**src/dxm_defs.svh**
```systemverilog
// Offsets, field positions, reset values and timing counts of the block
`ifndef DXM_DEFS_SVH
`define DXM_DEFS_SVH
`define DXM_CLK_PERIOD_NS 25
`define DXM_TMRD_CK       2
`define DXM_DLL_LOCK_CK   200
`define DXM_ODT_HOLD_CK   8
`define DXM_REG_CTRL      8'h00
`define DXM_REG_EMR       8'h04
`define DXM_REG_EXT_MODE_REGISTER_SECOND      8'h08
`define DXM_REG_STATUS    8'h0c
`define DXM_CL_RST        3'h3
`define DXM_EMR_RST       13'h0000
`define DXM_PINS_RST      25'h1f0_0000
`define DXM_E_DLL_OFF     0
`define DXM_E_DRV_RED     1
`define DXM_E_RTT_LO      2
`define DXM_E_AL_LSB      3
`define DXM_E_RTT_HI      6
`define DXM_E_OCD_LSB     7
`define DXM_E_DQSN_OFF    10
`define DXM_E_REDUNDANT_READ_STROBE_EN     11
`define DXM_E_QOFF        12
`define DXM_E2_SRF        7
`define DXM_AL_RSVD       3'h7
`define DXM_OCD_DEFAULT   3'h7
`define DXM_BA_MR         2'h0
`define DXM_BA_EMR        2'h1
`define DXM_BA_EXT_MODE_REGISTER_SECOND       2'h2
`define DXM_MR_DLL_RST    8
`define DXM_ST_ODT_EARLY  8
`define DXM_ST_RSVD       9
`define DXM_RESP_OKAY     2'h0
`define DXM_RESP_SLVERR   2'h2
`endif

```
**src/dxm_pkg.sv**
```systemverilog
// Types shared by the extended mode configuration block
package dxm_pkg;
  typedef enum logic [1:0] {DXM_RTT_OFF, DXM_RTT_75, DXM_RTT_150,
                            DXM_RTT_50} dxm_rtt_t;
  typedef enum logic [1:0] {DXM_ACTIVE, DXM_POWER_DOWN,
                            DXM_SELF_REFRESH} dxm_pwr_t;
  typedef struct packed {
    logic        awvalid;
    logic [7:0]  awaddr;
    logic        wvalid;
    logic [31:0] wdata;
    logic [3:0]  wstrb;
    logic        bready;
    logic        arvalid;
    logic [7:0]  araddr;
    logic        rready;
  } dxm_axil_req_t;
  typedef struct packed {
    logic        awready;
    logic        wready;
    logic        bvalid;
    logic [1:0]  bresp;
    logic        arready;
    logic        rvalid;
    logic [31:0] rdata;
    logic [1:0]  rresp;
  } dxm_axil_resp_t;
  typedef struct packed {
    logic        cke;
    logic        cs_n;
    logic        ras_n;
    logic        cas_n;
    logic        we_n;
    logic [2:0]  ba;
    logic [15:0] addr;
    logic        odt;
  } dxm_cmd_pins_t;
  typedef struct packed {
    logic        dll_enable;
    logic        dll_locked;
    logic        drive_reduced;
    logic        dqs_n_enable;
    logic        redundant_read_strobe_enable;
    logic        redundant_read_strobe_n_enable;
    logic        outputs_off;
    dxm_rtt_t    rtt;
    logic        term_on;
    logic [2:0]  add_lat;
    logic [3:0]  read_lat;
    logic [3:0]  write_lat;
    logic        ocd_default;
    logic        srf_fast;
    logic        int_read;
    logic        int_write;
    logic        settings_pending;
  } dxm_cfg_out_t;
endpackage

```
**src/dxm_ext_mode_config.sv**
```systemverilog
// Extended mode register bank of the DDR2 device with AXI4-Lite view
//
// Overview of operation
// - Settings captured on load and held until next load or power loss.
// - Bit 0 of the first register turns the delay-locked loop on or off.
// - Self refresh stops the DLL; exit restarts and resets it.
// - Bit 1 chooses full or reduced output drive strength.
// - Bit 10 clear drives complementary strobe; set makes strobe single.
// - Complementary redundant strobe only with bit 11 set, bit 10 clear.
// - x8 with bit 11: redundant strobe mirrors strobe on reads only.
// - Bit 12 set disables data and strobe outputs.
// - Bits 6 and 2 choose termination off, 75, 150 or 50 ohm.
// - Termination pin honoured only in active and power-down states.
// - Bits 3 to 5 give additive latency 0 to 6 clocks.
// - Reads and writes held internally for the additive latency.
// - Read latency is additive plus CAS; write latency one less.
// - Second register acts only on bit 7; others stored but reserved.
// - Load with bank address 0 high, 1 low targets first register.
// - Load with bank address 0 low, 1 high targets second register.
// - CAS latency counted in whole clocks from the internal read.
`include "dxm_defs.svh"
module dxm_ext_mode_config (
  input  wire logic               aclk,
  input  wire logic               aresetn,
  input  dxm_pkg::dxm_axil_req_t  axi_req,
  output dxm_pkg::dxm_axil_resp_t axi_resp,
  input  dxm_pkg::dxm_cmd_pins_t  pins,
  output dxm_pkg::dxm_cfg_out_t   cfg
);
  localparam int PINS_W = $bits(dxm_pkg::dxm_cmd_pins_t);
  typedef struct packed {
    logic                  cke_q;
    dxm_pkg::dxm_pwr_t     pwr;
    logic [12:0]           emr_pend;
    logic [12:0]           ext_mode_register_second_pend;
    logic                  pend_emr;
    logic                  pend_ext_mode_register_second;
    logic [1:0]            mrd_cnt;
    logic [12:0]           emr_cur;
    logic [12:0]           ext_mode_register_second_cur;
    logic [7:0]            lock_cnt;
    logic                  dll_locked;
    logic [3:0]            odt_cnt;
    logic [6:0]            rd_q;
    logic [6:0]            wr_q;
    logic [2:0]            cl;
    logic                  x8;
    logic                  odt_early;
    logic                  rsvd_err;
    dxm_pkg::dxm_cfg_out_t out;
  } dxm_state_t;

  dxm_state_t             s_r;
  dxm_state_t             s_nxt;
  dxm_pkg::dxm_cmd_pins_t p;
  logic                   wr_en;
  logic [7:0]             wr_addr;
  logic [31:0]            wr_data;
  logic [3:0]             wr_strb;
  logic [2:0]             wr_dec;
  logic [2:0]             rd_dec;
  logic [31:0]            rd_data;
  logic                   active;
  logic                   lm_any;
  logic                   lm_emr;
  logic                   lm_ext_mode_register_second;
  logic                   lm_mr_dll;
  logic                   rd_cmd;
  logic                   wr_cmd;
  logic                   sr_enter;
  logic                   pd_enter;
  logic                   wake;
  logic [12:0]            lm_addr;
  logic                   rsvd_upper;
  logic                   apply;
  logic [2:0]             cur_al;
  logic                   rtt_on;
  logic                   dll_on;
  logic                   int_rd;
  logic                   int_wr;
  logic                   rsvd_hit;
  logic                   odt_bad;

  // Returns {hit, index}; shared by read and write decode
  function automatic logic [2:0] reg_decode(input logic [7:0] a);
    logic [2:0] r;
    case (a)
      `DXM_REG_CTRL:   r = 3'h4;
      `DXM_REG_EMR:    r = 3'h5;
      `DXM_REG_EXT_MODE_REGISTER_SECOND:   r = 3'h6;
      `DXM_REG_STATUS: r = 3'h7;
      default:         r = 3'h0;
    endcase
    return r;
  endfunction

  dxm_pin_sync #(
    .W   (PINS_W),
    .RST (`DXM_PINS_RST)
  ) u_sync (
    .aclk    (aclk),
    .aresetn (aresetn),
    .din     (pins),
    .dout    (p)
  );
  dxm_axil_slave u_axil (
    .aclk    (aclk),
    .aresetn (aresetn),
    .req     (axi_req),
    .resp    (axi_resp),
    .wr_en   (wr_en),
    .wr_addr (wr_addr),
    .wr_data (wr_data),
    .wr_strb (wr_strb),
    .wr_ok   (wr_dec[2]),
    .rd_data (rd_data),
    .rd_ok   (rd_dec[2])
  );
  assign wr_dec = reg_decode(wr_addr);
  assign rd_dec = reg_decode(axi_req.araddr);
  assign active = s_r.pwr == dxm_pkg::DXM_ACTIVE;
  // loads only taken in active state
  assign lm_any = active && p.cke && !p.cs_n && !p.ras_n && !p.cas_n &&
                  !p.we_n;
  assign lm_emr = lm_any && (p.ba[1:0] == `DXM_BA_EMR);
  assign lm_ext_mode_register_second = lm_any && (p.ba[1:0] == `DXM_BA_EXT_MODE_REGISTER_SECOND);
  // DLL reset through main register load
  assign lm_mr_dll = lm_any && (p.ba[1:0] == `DXM_BA_MR) &&
                     p.addr[`DXM_MR_DLL_RST];
  assign rd_cmd = active && p.cke && !p.cs_n && p.ras_n && !p.cas_n &&
                  p.we_n;
  assign wr_cmd = active && p.cke && !p.cs_n && p.ras_n && !p.cas_n &&
                  !p.we_n;
  assign sr_enter = active && s_r.cke_q && !p.cke && !p.cs_n &&
                    !p.ras_n && !p.cas_n && p.we_n;
  assign pd_enter = active && s_r.cke_q && !p.cke && !sr_enter;
  assign wake = !active && p.cke;
  assign lm_addr = p.addr[12:0];
  assign rsvd_upper = p.ba[2] || (p.addr[15:13] != 3'h0);
  assign apply = s_r.mrd_cnt == 2'h1;
  assign cur_al = s_r.emr_cur[`DXM_E_AL_LSB +: 3];
  assign rtt_on = s_r.emr_cur[`DXM_E_RTT_HI] || s_r.emr_cur[`DXM_E_RTT_LO];
  // DLL follows bit 0 and stops in self refresh
  assign dll_on = !s_r.emr_cur[`DXM_E_DLL_OFF] &&
                  (s_r.pwr != dxm_pkg::DXM_SELF_REFRESH);
  assign int_rd = (cur_al == 3'h0) ? rd_cmd : s_r.rd_q[3'(cur_al - 3'h1)];
  assign int_wr = (cur_al == 3'h0) ? wr_cmd : s_r.wr_q[3'(cur_al - 3'h1)];
  // termination pin high before the hold ends
  assign odt_bad = p.odt && (s_r.odt_cnt != 4'h0);

  always_comb begin
    case (rd_dec[1:0])
      2'h0: rd_data = {28'h0, s_r.x8, s_r.cl};
      2'h1: rd_data = {19'h0, s_r.emr_cur};
      2'h2: rd_data = {19'h0, s_r.ext_mode_register_second_cur};
      default: rd_data = {22'h0, s_r.rsvd_err, s_r.odt_early, 3'h0,
                          s_r.out.term_on, s_r.out.settings_pending,
                          s_r.pwr == dxm_pkg::DXM_SELF_REFRESH,
                          s_r.dll_locked, dll_on};
    endcase
  end

  always_comb begin
    s_nxt = s_r;
    rsvd_hit = 1'b0;
    s_nxt.cke_q = p.cke;
    // Power state decides which pins the device honours
    case (s_r.pwr)
      dxm_pkg::DXM_ACTIVE: begin
        if (sr_enter) begin
          s_nxt.pwr = dxm_pkg::DXM_SELF_REFRESH;
        end else if (pd_enter) begin
          s_nxt.pwr = dxm_pkg::DXM_POWER_DOWN;
        end
      end
      dxm_pkg::DXM_POWER_DOWN: begin
        if (wake) begin
          s_nxt.pwr = dxm_pkg::DXM_ACTIVE;
        end
      end
      dxm_pkg::DXM_SELF_REFRESH: begin
        if (wake) begin
          s_nxt.pwr = dxm_pkg::DXM_ACTIVE;
        end
      end
      default: s_nxt.pwr = dxm_pkg::DXM_ACTIVE;
    endcase
    // address latched at the load edge
    if (lm_emr) begin
      s_nxt.emr_pend = lm_addr;
      s_nxt.pend_emr = 1'b1;
      s_nxt.mrd_cnt = 2'(`DXM_TMRD_CK);
      rsvd_hit = rsvd_upper ||
                 (lm_addr[`DXM_E_AL_LSB +: 3] == `DXM_AL_RSVD);
      // calibration other than default or exit
      if (lm_addr[`DXM_E_OCD_LSB +: 3] != `DXM_OCD_DEFAULT &&
          lm_addr[`DXM_E_OCD_LSB +: 3] != 3'h0) begin
        rsvd_hit = 1'b1;
      end
      if (lm_addr[`DXM_E_RTT_HI] || lm_addr[`DXM_E_RTT_LO]) begin
        s_nxt.odt_cnt = 4'(`DXM_ODT_HOLD_CK);
      end
    end else if (lm_ext_mode_register_second) begin
      s_nxt.ext_mode_register_second_pend = lm_addr;
      s_nxt.pend_ext_mode_register_second = 1'b1;
      s_nxt.mrd_cnt = 2'(`DXM_TMRD_CK);
      // only bit 7 may be set
      rsvd_hit = rsvd_upper ||
                 ((lm_addr & ~(13'h1 << `DXM_E2_SRF)) != 13'h0);
    end else if (s_r.mrd_cnt != 2'h0) begin
      s_nxt.mrd_cnt = s_r.mrd_cnt - 2'h1;
    end
    if (!lm_emr && s_r.odt_cnt != 4'h0) begin
      s_nxt.odt_cnt = s_r.odt_cnt - 4'h1;
    end
    // settings switch after the mode-set delay
    // otherwise the applied settings never change
    if (apply && !lm_any) begin
      if (s_r.pend_emr) begin
        s_nxt.emr_cur = s_r.emr_pend;
      end
      if (s_r.pend_ext_mode_register_second) begin
        s_nxt.ext_mode_register_second_cur = s_r.ext_mode_register_second_pend;
      end
      s_nxt.pend_emr = 1'b0;
      s_nxt.pend_ext_mode_register_second = 1'b0;
    end
    // lock restarts on enable, reset or self refresh exit
    if (!dll_on || lm_mr_dll ||
        (s_r.pwr == dxm_pkg::DXM_SELF_REFRESH && wake)) begin
      s_nxt.lock_cnt = 8'h00;
      s_nxt.dll_locked = 1'b0;
    end else if (!s_r.dll_locked) begin
      s_nxt.lock_cnt = s_r.lock_cnt + 8'h01;
      if (s_r.lock_cnt == 8'(`DXM_DLL_LOCK_CK - 1)) begin
        s_nxt.dll_locked = 1'b1;
      end
    end
    s_nxt.rd_q = {s_r.rd_q[5:0], rd_cmd};
    s_nxt.wr_q = {s_r.wr_q[5:0], wr_cmd};
    // CAS latency and x8 width come from the control register
    if (wr_en && wr_dec == 3'h4 && wr_strb[0]) begin
      s_nxt.cl = wr_data[2:0];
      s_nxt.x8 = wr_data[3];
    end
    // Sticky flags: a new event wins over a clear in the same cycle
    if (wr_en && wr_dec == 3'h7 && wr_strb[1]) begin
      if (wr_data[`DXM_ST_ODT_EARLY]) begin
        s_nxt.odt_early = 1'b0;
      end
      if (wr_data[`DXM_ST_RSVD]) begin
        s_nxt.rsvd_err = 1'b0;
      end
    end
    if (odt_bad && rtt_on) begin
      s_nxt.odt_early = 1'b1;
    end
    if (rsvd_hit) begin
      s_nxt.rsvd_err = 1'b1;
    end
    s_nxt.out.dll_enable = dll_on;
    s_nxt.out.dll_locked = s_r.dll_locked;
    s_nxt.out.drive_reduced = s_r.emr_cur[`DXM_E_DRV_RED];
    s_nxt.out.dqs_n_enable = !s_r.emr_cur[`DXM_E_DQSN_OFF] &&
                             !s_r.emr_cur[`DXM_E_QOFF];
    // redundant strobe on x8 parts only
    s_nxt.out.redundant_read_strobe_enable = s_r.x8 && s_r.emr_cur[`DXM_E_REDUNDANT_READ_STROBE_EN] &&
                            !s_r.emr_cur[`DXM_E_QOFF];
    // complementary redundant strobe needs both bits
    s_nxt.out.redundant_read_strobe_n_enable = s_r.x8 && s_r.emr_cur[`DXM_E_REDUNDANT_READ_STROBE_EN] &&
                              !s_r.emr_cur[`DXM_E_DQSN_OFF] &&
                              !s_r.emr_cur[`DXM_E_QOFF];
    s_nxt.out.outputs_off = s_r.emr_cur[`DXM_E_QOFF];
    // termination value from bits 6 and 2
    s_nxt.out.rtt = dxm_pkg::dxm_rtt_t'({s_r.emr_cur[`DXM_E_RTT_HI],
                                         s_r.emr_cur[`DXM_E_RTT_LO]});
    // termination pin ignored in self refresh
    s_nxt.out.term_on = rtt_on && p.odt && !odt_bad &&
                        (s_r.pwr != dxm_pkg::DXM_SELF_REFRESH);
    s_nxt.out.add_lat = cur_al;
    s_nxt.out.read_lat = 4'({1'b0, cur_al}) + 4'({1'b0, s_r.cl});
    s_nxt.out.write_lat = s_nxt.out.read_lat - 4'h1;
    s_nxt.out.ocd_default = s_r.emr_cur[`DXM_E_OCD_LSB +: 3] ==
                            `DXM_OCD_DEFAULT;
    s_nxt.out.srf_fast = s_r.ext_mode_register_second_cur[`DXM_E2_SRF];
    // write: strobe ignored, only the internal command is issued
    s_nxt.out.int_read = int_rd;
    s_nxt.out.int_write = int_wr;
    s_nxt.out.settings_pending = s_nxt.pend_emr || s_nxt.pend_ext_mode_register_second;
  end

  always_ff @(posedge aclk) begin
    if (!aresetn) begin
      s_r <= '0;
      s_r.cke_q <= 1'b1;
      s_r.pwr <= dxm_pkg::DXM_ACTIVE;
      s_r.emr_cur <= `DXM_EMR_RST;
      s_r.cl <= `DXM_CL_RST;
      // Latencies match the reset CAS value from the first cycle on
      s_r.out.read_lat <= 4'(`DXM_CL_RST);
      s_r.out.write_lat <= 4'(`DXM_CL_RST - 1);
    end else begin
      s_r <= s_nxt;
    end
  end
  assign cfg = s_r.out;
endmodule

```
**src/dxm_pin_sync.sv**
```systemverilog
// Two-stage synchroniser for the command pins
module dxm_pin_sync #(
  parameter int              W   = 1,
  parameter logic [W-1:0]    RST = '0
) (
  input  wire logic         aclk,
  input  wire logic         aresetn,
  input  wire logic [W-1:0] din,
  output logic [W-1:0]      dout
);
  typedef struct packed {
    logic [W-1:0] s1;
    logic [W-1:0] s2;
  } dxm_sync_t;
  dxm_sync_t s_r;
  dxm_sync_t s_nxt;
  // First stage feeds only the second stage
  always_comb begin
    s_nxt.s1 = din;
    s_nxt.s2 = s_r.s1;
  end
  always_ff @(posedge aclk) begin
    if (!aresetn) begin
      s_r <= {RST, RST};
    end else begin
      s_r <= s_nxt;
    end
  end
  assign dout = s_r.s2;
endmodule

```
**src/dxm_axil_slave.sv**
```systemverilog
// AXI4-Lite slave handshake for the configuration registers
`include "dxm_defs.svh"
module dxm_axil_slave (
  input  wire logic               aclk,
  input  wire logic               aresetn,
  input  dxm_pkg::dxm_axil_req_t  req,
  output dxm_pkg::dxm_axil_resp_t resp,
  output logic                    wr_en,
  output logic [7:0]              wr_addr,
  output logic [31:0]             wr_data,
  output logic [3:0]              wr_strb,
  input  wire logic               wr_ok,
  input  wire logic [31:0]        rd_data,
  input  wire logic               rd_ok
);
  typedef struct packed {
    logic                    aw_have;
    logic                    w_have;
    logic [7:0]              awaddr;
    logic [31:0]             wdata;
    logic [3:0]              wstrb;
    dxm_pkg::dxm_axil_resp_t r;
  } dxm_axs_t;
  dxm_axs_t s_r;
  dxm_axs_t s_nxt;
  always_comb begin
    s_nxt = s_r;
    wr_en = s_r.aw_have && s_r.w_have && !s_r.r.bvalid;
    if (req.awvalid && s_r.r.awready) begin
      s_nxt.aw_have = 1'b1;
      s_nxt.awaddr = req.awaddr;
    end
    if (req.wvalid && s_r.r.wready) begin
      s_nxt.w_have = 1'b1;
      s_nxt.wdata = req.wdata;
      s_nxt.wstrb = req.wstrb;
    end
    if (wr_en) begin
      s_nxt.aw_have = 1'b0;
      s_nxt.w_have = 1'b0;
      s_nxt.r.bvalid = 1'b1;
      s_nxt.r.bresp = wr_ok ? `DXM_RESP_OKAY : `DXM_RESP_SLVERR;
    end else if (s_r.r.bvalid && req.bready) begin
      s_nxt.r.bvalid = 1'b0;
    end
    if (req.arvalid && s_r.r.arready) begin
      s_nxt.r.rvalid = 1'b1;
      s_nxt.r.rdata = rd_ok ? rd_data : 32'h0000_0000;
      s_nxt.r.rresp = rd_ok ? `DXM_RESP_OKAY : `DXM_RESP_SLVERR;
    end else if (s_r.r.rvalid && req.rready) begin
      s_nxt.r.rvalid = 1'b0;
    end
    // Ready held in flops so the ports come straight from registers
    s_nxt.r.awready = !s_nxt.aw_have && !s_nxt.r.bvalid;
    s_nxt.r.wready = !s_nxt.w_have && !s_nxt.r.bvalid;
    s_nxt.r.arready = !s_nxt.r.rvalid;
  end
  always_ff @(posedge aclk) begin
    if (!aresetn) begin
      s_r <= '0;
    end else begin
      s_r <= s_nxt;
    end
  end
  assign resp = s_r.r;
  assign wr_addr = s_r.awaddr;
  assign wr_data = s_r.wdata;
  assign wr_strb = s_r.wstrb;
endmodule

```
**config.mk**
```make
export PLATFORM = sky130hd
export DESIGN_NAME = dxm_ext_mode_config
export DESIGN_NICKNAME = d
export VERILOG_FILES = /design/src/dxm_pkg.sv /design/src/dxm_ext_mode_config.sv /design/src/dxm_pin_sync.sv /design/src/dxm_axil_slave.sv
export VERILOG_INCLUDE_DIRS = /design/src
export SDC_FILE = /design/constraint.sdc
export NUM_CORES = 1
export LEC_CHECK = 0
export ABC_CLOCK_PERIOD_IN_PS = 2200
export BUFFER_PORTS_ARGS = -buffer_cell sky130_fd_sc_hd__buf_4
export CAP_MARGIN = 20
export CELL_PAD_IN_SITES_DETAIL_PLACEMENT = 1
export CELL_PAD_IN_SITES_GLOBAL_PLACEMENT = 1
export CORE_MARGIN = 5
export CORE_UTILIZATION = 40
export CTS_CLUSTER_DIAMETER = 60
export DETAILED_ROUTE_END_ITERATION = 10
export PLACE_DENSITY_LB_ADDON = 0.1
export SYNTH_ARGS = -nofsm -noshare
export SYNTH_HDL_FRONTEND = slang
export SYNTH_SLANG_ARGS = --single-unit
```
**constraint.sdc**
```tcl
create_clock -name aclk -period 2.2 [get_ports aclk]
set_input_delay 0.44 -clock aclk [delete_from_list [all_inputs] [get_ports aclk]]
set_output_delay 0.44 -clock aclk [all_outputs]
set_load 0.01 [all_outputs]
```
==> results of run 1 <==
layer usage:
| metal | up-vias | wire [um] | global-route usage, % |
|---|---|---|---|
| li1 | 2884 | - | - |
| met1 | 2792 | 8650 | 21.8 |
| met2 | 129 | 8900 | 28.3 |
| met3 | 25 | 1030 | 2.98 |
| met4 | 0 | 421 | 4.67 |
| met5 | - | 0 | 0 |
sequential cells by signal, indices dropped and copies added, names as in the netlist:
register	count
u_axil.resp	20
u_sync.dout	25
u_axil.wr_data	6
u_sync.s_nxt	25
u_axil.s_r	2
u_axil.wr_strb	2
cur_al	3
cfg	26
s_r	71
u_axil.wr_addr	8
s_nxt	18
report_power, final:
part	internal (uW)	switching (uW)	leakage, uW
logic	245	283	0.00167
registers	3840	74.8	0.00168
clock network	2700	1430	0.000397
total	6780	1780	0.00375
cell usage in the layout (no fill, tap or decap), types with 10 or more instances in the layout:
cell	count
a21oi_1	63
nor2_1	33
buf_4	115
nand2b_1	16
and2_1	57
nand2_1	146
nand3_1	44
nor4_1	11
conb_1	21
dfxtp_1	206
clkbuf_16	23
o21ai_0	32
inv_1	23
ha_1	10
kinds of logic (layout without fill, tap and decap cells):
family,after synthesis,count (layout),share of synthesized area [%]
mux,13,13,2.51
xor+xnor,11,11,1.22
other cells,1,21,0.0474
compound gates,133,133,10.1
simple gates,351,351,22.1
flops,206,206,52.1
buf+inv,135,178,10.1
fa+ha+maj,11,11,1.83
final cells by class:
cell class                      instances  area, um^2  area share (%)
Multi-Input combinational cell        540        3070            32.9
Tap cell                              265         332            3.55
Inverter                               24        90.1           0.964
Clock inverter                          8         193            2.06
Sequential cell                       206        4120            44.1
Clock buffer                           29         628            6.72
Timing Repair Buffer                  117         903            9.67
path summary, 6_finish.rpt:
kind,from,to,slack [ns],cells after the start
max,cur_al[0],cfg[2],0.22,6
min,pins[22],u_sync.s_nxt[22],0.13,2
max reg2reg,cur_al[0],cfg[2],0.22,6
min reg2reg,u_sync.s_nxt[24],u_sync.dout[24],0.40,1
stage by stage:
| step | hold WS [ns] | worst slack [ns] | power (uW) | util (%) |
|---|---|---|---|---|
| floorplan | 0.386 | 0.438 | 4360 | - |
| global placement | 0.389 | 0.298 | 4480 | 43.8 |
| detailed placement | 0.393 | 0.226 | 4520 | 43.8 |
| CTS | 0.116 | 0.203 | 8690 | 48.0 |
| global route | 0.122 | 0.0867 | 8930 | 48.0 |
| finish | 0.131 | 0.217 | 8560 | 48.0 |
==> impl_metrics.tcl, run 1 <==
set metrics [dict create \
    clock_latency_ns 0.49 \
    clock_sinks 206 \
    status "finished, final reports clean" \
    core_um2 19500 \
    vias 5830 \
    grt_overflow 0 \
    design_area_um2 9340 \
    synth_top_area_share_pct 52.1 \
    hold_class "in -> reg" \
    grt_max_degree 84 \
    crit_path_end_kind "flop" \
    synth-main-ff-cell "dfxtp_1" \
    synth_edf_count 0 \
    cts_hold_buf 0 \
    drive_gt1_share_pct 18.8 \
    finalMaxSlewViolations 0 \
    dp.cells 1152 \
    critPathMaxStageDelay_ns 0.45 \
    synth_cell_types 62 \
    cp.required_ns 2.57 \
    max_freq_mhz 504 \
    fp.dieW_um 151 \
    drt_wl_total_mm 19.0 \
    p_leak_uw 0.00375 \
    clkTransAtPathRegs_ns 0.06 \
    vdd_drop_max_uv 696 \
    rsz0062_at_grt "false" \
    syn_to_final_growth_pct 18.0 \
    place.gp.congestion 0.767 \
    synth-seq-cells 206 \
    clockRootBuffer "clkbuf_16" \
    rows 51 \
    ant_nets 0 \
    finalNetCount 1006 \
    cp_top_family "adder cells" \
    grtUsageTotal_pct 16.6 \
    crit_fanout 7 \
    cts_buffer_depth 3 \
    synth_commonest_cells "dfxtp_1 (206), nand2_1 (146), buf_4 (70), a21oi_1 (63), and2_1 (57)" \
    ioPinCount 151 \
    relSlewSlack_pct 51.8 \
    synth_area_leaders "dfxtp_1 (52%), nand2_1 (6.9%), buf_4 (6.6%), and2_1 (4.5%), a21oi_1 (4.0%)" \
    ys_seq_area_share_pct 52.1 \
    diodes 0 \
    start_util_pct 40.7 \
    path_class "reg -> reg" \
    cts_tree "yes" \
    async_flop_share_pct 0 \
    detail_route.vias_per_cell 4.90 \
    p_per_area_nw_per_um2 917 \
    arrival_ns 2.35 \
    die_h_um 151 \
    grt_pass1_wl_mm 30.8 \
    synth_area_um2 7920 \
    drtIter0Drc 271 \
    cp_slowest_cell "ha_1" \
    hold_viol 0 \
    grt_pass1_vias 6047 \
    numCtsBuffers 22 \
    period_share_pct 90.1 \
    dr.pass1.iters 4 \
    min_period_ns 1.98 \
    finClkSkew_ns 0.00589 \
    post-synth-top-count-cell "dfxtp_1" \
    io_buffers 101 \
    htreeDepth 1 \
    synth_cells 861 \
    setup_viol 0 \
    nFillCells 2200 \
    post_drt_wl_per_cell_um 16.0 \
    place_area_um2 8520 \
    finalSetupTns_ns 0 \
    dieArea_um2 22700 \
    yosysTopAreaCell "dfxtp_1" \
    fin_cells 1189 \
    post_cts_buffers 0 \
    ys_warn_count 0 \
    antenna_found_initial 0 \
    avgSynthCellArea_um2 9.20 \
    cap_violations 0 \
    start_kind "flop" \
    cp_cell_sequence "buf_4 -> inv_1 -> ha_1 -> mux2_2 -> a21oi_1 -> o32ai_1" \
    dp_hpwl_mm 13.9 \
    cts-resized-gates 0 \
    drc_errors 0 \
    crit_buf_inv 2 \
    worstMarginPinSlew_ns 0.723 \
]
Power figures use the tool's default switching activity.
==> run 2: changes to the inputs <==
--- a/config.mk
+++ b/config.mk
@@ -6,7 +6,7 @@
 export SDC_FILE = /design/constraint.sdc
 export NUM_CORES = 1
 export LEC_CHECK = 0
-export ABC_CLOCK_PERIOD_IN_PS = 2200
+export ABC_CLOCK_PERIOD_IN_PS = 2240
 export BUFFER_PORTS_ARGS = -buffer_cell sky130_fd_sc_hd__buf_4
 export CAP_MARGIN = 20
 export CELL_PAD_IN_SITES_DETAIL_PLACEMENT = 1
==> constraint.sdc (replaced) <==
create_clock -name aclk -period 2.24 [get_ports aclk]
set_input_delay 0.448 -clock aclk [delete_from_list [all_inputs] [get_ports aclk]]
set_output_delay 0.448 -clock aclk [all_outputs]
set_load 0.01 [all_outputs]
==> impl_metrics.tcl, run 2 (same netlist as run 1, synthesis figures left out) <==
set metrics [dict create \
    start_kind "flop" \
    drt_wl_total_mm 19.2 \
    finalNetCount 1007 \
    grt_overflow 0 \
    status "finished, final reports clean" \
    r2r_cells 6 \
    min_period_ns 2.03 \
    hold_viol 0 \
    rr_endpoint "s_r[47]" \
    syn_to_final_growth_pct 16.9 \
    final_common_cell "dfxtp_1" \
    grt_max_degree 67 \
    finalMaxSlewViolations 0 \
    path_class "reg -> reg" \
    dp_hpwl_mm 14.0 \
    rows 51 \
    dr.pass1.iters 4 \
    cp_top_family "simple AND/OR/NAND/NOR gates" \
    cap_violations 0 \
    fp.dieW_um 151 \
    cp_cell_sequence "inv_1 -> ha_1 -> and4bb_2 -> and4b_4 -> o21ai_0 -> a31o_2" \
    drtIter0Drc 161 \
    finalSetupTns_ns 0 \
    ant_nets 0 \
    core_um2 19500 \
    clock_sinks 206 \
    p_leak_uw 0.00370 \
    min_to "u_sync.s_nxt[20]" \
    post_cts_buffers 0 \
    antenna_found_initial 0 \
    grt_pass1_wl_mm 31.4 \
    ioPinCount 151 \
    setup_viol 0 \
    p_per_area_nw_per_um2 862 \
    worstMarginPinSlew_ns 0.731 \
    reg2reg_from "s_r[115]" \
    fin_cells 1191 \
    cts-resized-gates 0 \
    cts_buffer_depth 3 \
    vias 5788 \
    cts_hold_buf 0 \
    drive_gt1_share_pct 19.1 \
    worst_slack_ns 0.213 \
    die_h_um 151 \
    arrival_ns 2.42 \
    vdd_drop_max_uv 456 \
    largest_reg_flops 71 \
    io_buffers 101 \
    hold_class "in -> reg" \
    max_freq_mhz 493 \
    clock_latency_ns 0.50 \
    cts_tree "yes" \
    place_area_um2 8520 \
    grtUsageTotal_pct 17.0 \
    period_share_pct 90.5 \
    numCtsBuffers 23 \
    dieArea_um2 22700 \
    nFillCells 2248 \
    start_util_pct 40.7 \
    diodes 0 \
    whs_ns 0.128 \
    r2r_setup_slack_ns 0.21 \
    post_drt_wl_per_cell_um 16.1 \
    rsz0062_at_grt "false" \
    mostFrequentLayoutCells "dfxtp_1 (206), nand2_1 (146), buf_4 (115)" \
    hold_path_depth 2 \
    cp_slowest_cell "and4b_4" \
    crit_fanout 21 \
    clkTransAtPathRegs_ns 0.06 \
    detail_route.vias_per_cell 4.86 \
    critPathMaxStageDelay_ns 0.47 \
    finClkSkew_ns 0.00953 \
    cp.required_ns 2.64 \
    top_register "s_r" \
    place.gp.congestion 0.767 \
    clockRootBuffer "clkbuf_16" \
    htreeDepth 1 \
    place_ws_ns 0.224 \
    design_area_um2 9260 \
    dp.cells 1152 \
    relSlewSlack_pct 51.2 \
    crit_path_end_kind "flop" \
    grt_pass1_vias 6175 \
    drc_errors 0 \
    crit_buf_inv 1 \
    min_from "pins[20]" \
]
## run 2: layout make-up
cell class	instances	area (um^2)	area share, %
repair buffers	117	903	9.76
inverters	24	90.1	0.973
clock buffers	30	652	7.04
clock inverters	9	81.3	0.879
flip-flops and latches	206	4120	44.6
multi-input cells	540	3070	33.2
well taps	265	332	3.58
## run 2: worst register-to-register path: stages, from the launching register on
cell      delay, ns
dfxtp_1        0.31
inv_1          0.08
ha_1           0.18
and4bb_2       0.41
and4b_4        0.48
o21ai_0        0.19
a31o_2         0.27
## run 2: worst max-delay path by stage
| stage | startpoint | end | depth (start not counted) |
|---|---|---|---|
| after floorplan | cur_al[0] | cfg[1] | 6 |
| after global placement | s_r[115] | s_r[46] | 6 |
| after detailed placement | s_r[115] | s_r[47] | 6 |
| after CTS | s_r[115] | s_r[47] | 6 |
| after global routing | s_r[115] | s_r[47] | 6 |
| final | s_r[115] | s_r[47] | 6 |
## run 2: stage by stage
stage	power (uW)	util [%]
2_1_floorplan	4280	-
3_3_place_gp	4410	43.8
3_5_place_dp	4450	43.8
4_1_cts	8100	47.6
5_1_grt	8330	47.6
6_report	7980	47.6
## run 2: power by group
group          switching [uW]  internal, uW  leakage, uW  total [uW]
Sequential               75.1          3770      0.00168        3840
Combinational             281           243      0.00167         524
Clock                    1450          2160     0.000356        3610
Total                    1810          6170      0.00370        7980
## run 2: per-layer routing
layer  up-vias  share of wire [%]  global-route usage (%)
met1      2749                 45                    22.2
li1       2891                  -                       -
met5         -                  0                       0
met3        28                4.7                    3.04
met4         0                2.5                    4.58
met2       120                 48                    29.0
